<file path="config.mk">
export PLATFORM = sky130hd
export DESIGN_NAME = clkctl_buffer
export DESIGN_NICKNAME = d
export VERILOG_FILES = /design/src/clkctl_pkg.sv /design/src/clkctl_buffer.sv
export SDC_FILE = /design/constraint.sdc
export NUM_CORES = 1
export LEC_CHECK = 0
export BUFFER_PORTS_ARGS = -buffer_cell sky130_fd_sc_hd__buf_4
export CORE_AREA = 2 2 39 41
export CTS_CLUSTER_SIZE = 14
export DETAILED_ROUTE_END_ITERATION = 6
export DIE_AREA = 0 0 41 43
export GPL_TIMING_DRIVEN = 0
export PLACE_DENSITY = 0.66
export SKIP_LAST_GASP = 1
export SLEW_MARGIN = 20
export SYNTH_ARGS = -nofsm -noshare
export SYNTH_HDL_FRONTEND = slang
export SYNTH_HIERARCHICAL = 1
export SYNTH_SLANG_ARGS = --single-unit
</file>
<file path="constraint.sdc">
create_clock -name ref_clk_i -period 2.9 [get_ports ref_clk_i]
set_input_delay 0.58 -clock ref_clk_i [delete_from_list [all_inputs] [get_ports ref_clk_i]]
set_output_delay 0.58 -clock ref_clk_i [all_outputs]
set_load 0.03 [all_outputs]
</file>
<file path="src/clkctl_pkg.sv">
// Package and edge-sampled enable gate for the clock network control buffer
package clkctl_pkg;

  // ----------------------------------------------------------------
  // Sizes and reset values
  // ----------------------------------------------------------------
  localparam int unsigned CLKCTL_NUM_INPUTS = 4;
  localparam int unsigned CLKCTL_SEL_W = 2;
  localparam logic [1:0] CLKCTL_SEL_RST = 2'h0;
  localparam logic [1:0] CLKCTL_SINGLE_INPUT = 2'h0;
  localparam logic CLKCTL_ENA_RST = 1'h0;
  localparam logic CLKCTL_PREV_RST = 1'h0;
  localparam logic CLKCTL_OUT_RST = 1'h0;

  // ----------------------------------------------------------------
  // Network being driven
  // ----------------------------------------------------------------
  typedef enum logic [1:0] {
    CLKCTL_MODE_GLOBAL,
    CLKCTL_MODE_REGIONAL,
    CLKCTL_MODE_DUAL_REGIONAL,
    CLKCTL_MODE_EXTERNAL
  } clkctl_mode_t;

  // ----------------------------------------------------------------
  // Kind of source wired to each candidate input
  // ----------------------------------------------------------------
  typedef enum logic [1:0] {
    CLKCTL_SRC_PIN_EDGE,
    CLKCTL_SRC_PIN_SIDE,
    CLKCTL_SRC_LOGIC,
    CLKCTL_SRC_PLL
  } clkctl_src_t;

  // Static configuration, fixed before user operation
  typedef struct packed {
    clkctl_mode_t mode;
    logic dyn_sel_en;
    logic [1:0] static_sel;
    clkctl_src_t [3:0] src_kind;
    logic ext_use_buf;
  } clkctl_cfg_t;

  // Observable state of the buffer
  typedef struct packed {
    logic [1:0] sel;
    logic ena;
    logic src_legal;
  } clkctl_status_t;

endpackage : clkctl_pkg

// ------------------------------------------------------------------
// Enable latched at falling edge of the selected clock, AND gate out
// ------------------------------------------------------------------
module clkctl_gate
  import clkctl_pkg::*;
(
  input wire logic ref_clk_i,
  input wire logic reset_i,
  input wire logic clk_smp_i,
  input wire logic ena_i,
  output logic fall_o,
  output logic ena_q_o,
  output logic gated_o
);

  logic prev_q;
  logic ena_q;
  logic ena_d;
  logic gated_q;

  // Falling edge of the sampled clock
  assign fall_o = prev_q & ~clk_smp_i;
  assign ena_d = fall_o ? ena_i : ena_q;

  // Previous clock level
  always_ff @(posedge ref_clk_i) begin
    if (reset_i) begin
      prev_q <= CLKCTL_PREV_RST;
    end else begin
      prev_q <= clk_smp_i;
    end
  end

  // Enable taken only at a falling edge
  always_ff @(posedge ref_clk_i) begin
    if (reset_i) begin
      ena_q <= CLKCTL_ENA_RST;
    end else begin
      ena_q <= ena_d;
    end
  end

  // Whole high pulses only, low while disabled
  always_ff @(posedge ref_clk_i) begin
    if (reset_i) begin
      gated_q <= CLKCTL_OUT_RST;
    end else begin
      gated_q <= clk_smp_i & ena_d;
    end
  end

  assign ena_q_o = ena_q;
  assign gated_o = gated_q;

endmodule : clkctl_gate

</file>
<file path="src/clkctl_buffer.sv">
// Clock network source select and gate buffer, top level
//
// Function
// - Global source static or from logic select
// - Global mode switches among four inputs
// - Dynamic select honoured only in user mode
// - Static select may fix any input
// - Regional source fixed, never switched at run
// - Regional modes take exactly one input
// - Regional pin sources only top/bottom pins
// - External clock-out accepts only PLL source
// - Clock-out pin forwards signal or buffer
// - Enable gates every network kind
// - Enable sampled on selected clock falling edge
// - Disabled network holds still
module clkctl_buffer
  import clkctl_pkg::*;
#(
  parameter int unsigned NUM_INPUTS = CLKCTL_NUM_INPUTS
) (
  input wire logic ref_clk_i,
  input wire logic reset_i,
  input wire clkctl_cfg_t cfg_i,
  input wire logic user_mode_i,
  input wire logic [NUM_INPUTS-1:0] clk_src_i,
  input wire logic [CLKCTL_SEL_W-1:0] dyn_sel_i,
  input wire logic ena_i,
  input wire logic gen_sig_i,
  output logic net_clk_o,
  output logic ext_pin_o,
  output clkctl_status_t status_o
);

  // ----------------------------------------------------------------
  // Declarations
  // ----------------------------------------------------------------
  logic [CLKCTL_SEL_W-1:0] sel_q;
  logic [CLKCTL_SEL_W-1:0] sel_d;
  logic cur_clk;
  logic src_legal;
  logic ena_eff;
  logic fall;
  logic ena_q;
  logic ext_pin_q;
  logic is_regional;

  assign is_regional = (cfg_i.mode == CLKCTL_MODE_REGIONAL) ||
                       (cfg_i.mode == CLKCTL_MODE_DUAL_REGIONAL);

  // ----------------------------------------------------------------
  // Source choice per mode
  // ----------------------------------------------------------------
  always_comb begin
    sel_d = sel_q;
    unique case (cfg_i.mode)
      CLKCTL_MODE_GLOBAL: begin
        if (cfg_i.dyn_sel_en) begin
          if (user_mode_i) begin
            sel_d = dyn_sel_i;
          end
        end else begin
          sel_d = cfg_i.static_sel;
        end
      end
      CLKCTL_MODE_REGIONAL, CLKCTL_MODE_DUAL_REGIONAL: begin
        sel_d = CLKCTL_SINGLE_INPUT;
      end
      CLKCTL_MODE_EXTERNAL: begin
        sel_d = cfg_i.static_sel;
      end
    endcase
  end

  // Legal source kind for the driven network
  always_comb begin
    src_legal = 1'b1;
    if (is_regional) begin
      src_legal = (cfg_i.src_kind[CLKCTL_SINGLE_INPUT] != CLKCTL_SRC_PIN_SIDE);
    end else if (cfg_i.mode == CLKCTL_MODE_EXTERNAL) begin
      src_legal = (cfg_i.src_kind[cfg_i.static_sel] == CLKCTL_SRC_PLL);
    end
  end

  // ----------------------------------------------------------------
  // Select register, moved only while the current clock is low
  // ----------------------------------------------------------------
  always_ff @(posedge ref_clk_i) begin
    if (reset_i) begin
      sel_q <= CLKCTL_SEL_RST;
    end else if (!cur_clk) begin
      sel_q <= sel_d;
    end
  end

  assign cur_clk = clk_src_i[sel_q];

  // ----------------------------------------------------------------
  // Enable path, high lets the clock through on every network kind whose source kind is legal
  // ----------------------------------------------------------------
  assign ena_eff = ena_i & src_legal;

  clkctl_gate u_gate (
    .ref_clk_i(ref_clk_i),
    .reset_i(reset_i),
    .clk_smp_i(cur_clk),
    .ena_i(ena_eff),
    .fall_o(fall),
    .ena_q_o(ena_q),
    .gated_o(net_clk_o)
  );

  // ----------------------------------------------------------------
  // Dual-purpose clock-out pin multiplexer
  // ----------------------------------------------------------------
  always_ff @(posedge ref_clk_i) begin
    if (reset_i) begin
      ext_pin_q <= CLKCTL_OUT_RST;
    end else begin
      ext_pin_q <= cfg_i.ext_use_buf ? net_clk_o : gen_sig_i;
    end
  end

  assign ext_pin_o = ext_pin_q;

  // Status view
  assign status_o.sel = sel_q;
  assign status_o.ena = ena_q;
  assign status_o.src_legal = src_legal;
endmodule : clkctl_buffer

</file>
==> out/qor.yml <==
timing:
  max_freq_ghz: 0.459
  tns_ns: 0
  hold_ws_ns: 0.478
  fin_skew_ns: 0.00336
  finalSetupViolCount: 0
  period_share: 0.752
  tightest_slew_ns: 0.189
  slew_headroom: 0.873
  fin_crit_ns: 2.18
  drv_slew: 0
  setup_ws_ns: 0.719
  rsz0062_at_grt: "false"
  finalHoldViolCount: 0
yosys:
  yosys_register_bits: 6
  yosysWarnings: 6
  synth_top_area_cell: "dfxtp_1"
  ys_top_cells_by_area: "dfxtp_1, mux4_2, ha_1"
  yosysSeqAreaShare: 0.281
  synth_ff_type: "dfxtp_1"
  synth-edff-count: 0
  synth_cell_types: 23
  synthArstFlopShare: 0
  syn_inst: 45
  synthesis.nets: 73
  synth_area_um2: 428
  synth_top_cell_area_share: 0.281
  avgSynthCellArea_um2: 9.51
clock_tree:
  post_cts_resize_count: 0
  cts_max_path_buffers: 2
  path_clk_slew_ns: 0.05
  htree_levels: 1
  postCtsHoldBufs: 0
  cts_sinks: 6
  post-cts-setup-buffers: 0
  cts_inserted_buffers: 3
  cts_tree: "built"
  cts_root_buf: "clkbuf_4"
  clock_latency_ns: 0.24
finish:
  layout_common_cells: "buf_4, nand2_1, dfxtp_1"
  layout.nets: 108
  diodes: 0
  final_common_cell: "buf_4"
  utilization: 0.503
  drive_above_1_share: 0.513
  fillers: 144
  area_growth_pct: 62.6
grt:
  gr-total-overflow: 0
  grt_max_degree: 7
  grt_first_pass_wirelength_um: 1600
  antenna_found_initial: 0
  grt_pass1_vias: 440
  grt_usage: 0.131
floorplanning:
  die_h_um: 43
  coreArea_mm2: 0.00138
  die_x_um: 41
  dieArea_mm2: 0.00176
  pin_count: 31
  start_util: 0.309
  num_rows: 14
power:
  irDropWorstVdd_v: 0.000128
  p_total_uw: 266
  leakagePower_nw: 0.343
  p_per_area_mw_per_mm2: 382
worst_setup_path:
  critPathMaxStageDelay_ns: 0.50
  required_ns: 2.32
  path_common_cell: "buf_4"
  critical_path_class: "input pin to output port"
  slowest_stage: "mux4_2"
  worst_r2r_startpoint: "sel_q[0]$_SDFFE_PP0P_"
  cp_top_family: "multiplexers"
  endpoint_kind: "output port"
  critPathLaunch: "cfg_i[9]"
  startpoint_type: "input pin"
  worstPathCellList: "buf_4, mux4_2, a21boi_1, buf_4, buf_4"
  crit_buf_inv: 3
  path_max_fanout: 2
  crit_arrival_ns: 1.60
min_path:
  worstHoldPathType: "register to register"
  hold_start: "u_gate/ena_q_o$_SDFF_PP0_"
run:
  max_cap_violations: 0
status:
  status: "complete, no violations"
place:
  dp_slack_ns: 0.720
  portBuffers: 30
  gp_congestion: 0.624
  dpl.hpwl_um: 818
routing:
  firstDrtPassIters: 4
  wl_per_cell_um: 10.1
  dr.first_iter.drc_count: 3
  vias: 444
  drc: 0
  wl_um: 953
  vias_per_cell: 4.72
  final_antenna_net_count: 0
through the flow:
| stage | std cells | instance area [um2] |
|---|---|---|
| 2_1_floorplan | 45 | 428 |
| 3_3_place_gp | 91 | 673 |
| 3_5_place_dp | 91 | 673 |
| 4_1_cts | 94 | 696 |
| 5_1_grt | 94 | 696 |
| 6_report | 94 | 696 |
routing by layer:
layer  track usage  routed length, um  vias to the layer above
met1         0.145                392                      188
met2         0.219                443                       26
met5             0                  0                        -
met3        0.0157                107                        2
met4        0.0800                 10                        0
li1              -                  -                      228
cell type report:
cell class | instances | area [um2] | area share
repair buffers | 30 | 225 | 0.324
well taps | 16 | 20.0 | 0.0288
flip-flops and latches | 6 | 120 | 0.173
inverters | 2 | 7.51 | 0.0108
multi-input cells | 35 | 285 | 0.410
plain buffers | 2 | 15.0 | 0.0216
clock buffers | 3 | 22.5 | 0.0324
worst paths after layout:
path	endpoint	slack, ns	cells past startpoint
worst max-delay path	status_o[0]	0.72	5
worst max register to register	sel_q[1]$_SDFFE_PP0P_	1.47	3
worst min register to register	u_gate/ena_q_o$_SDFF_PP0_	0.48	2
worst min-delay path	u_gate/ena_q_o$_SDFF_PP0_	0.48	2
state kept, by name (all words and copies together) (netlist names):
| register | cells |
|---|---|
| sel_q | 2 |
| ext_pin_o | 1 |
| u_gate/ena_q_o | 1 |
| u_gate/gated_o | 1 |
| u_gate/prev_q | 1 |
logic make-up (layout without fill, tap and decap cells):
group                    count (synthesis)  count (layout)  share of synthesized area
AND/OR/NAND/NOR                         19              19                      0.251
AO/OA/AOI/OAI                            8               8                      0.146
flip-flops                               6               6                      0.281
multiplexers                             5               5                      0.181
buffers and inverters                    4              37                     0.0526
adder cells (fa/ha/maj)                  3               3                     0.0877
worst register-to-register path: stages, from the launching register on:
cell and delay [ns]:
dfxtp_1 0.36, mux4_2 0.57, o21ba_1 0.20, a311oi_1 0.22
cells in the mapped netlist (2+ instances only):
master / number
ha_1: 3
mux2_2: 2
dfxtp_1: 6
inv_1: 2
nand3b_1: 2
a311oi_1: 2
o21ba_1: 2
nor2b_1: 2
mux4_2: 2
nor2_1: 2
nand2_1: 7
buf_4: 2
power by group:
| part | total, mW | internal [mW] | switching, mW |
|---|---|---|---|
| clock | 0.0751 | 0.0467 | 0.0284 |
| sequential | 0.0953 | 0.0899 | 0.00532 |
| combinational | 0.0956 | 0.0563 | 0.0393 |
Power figures use the tool's default switching activity.
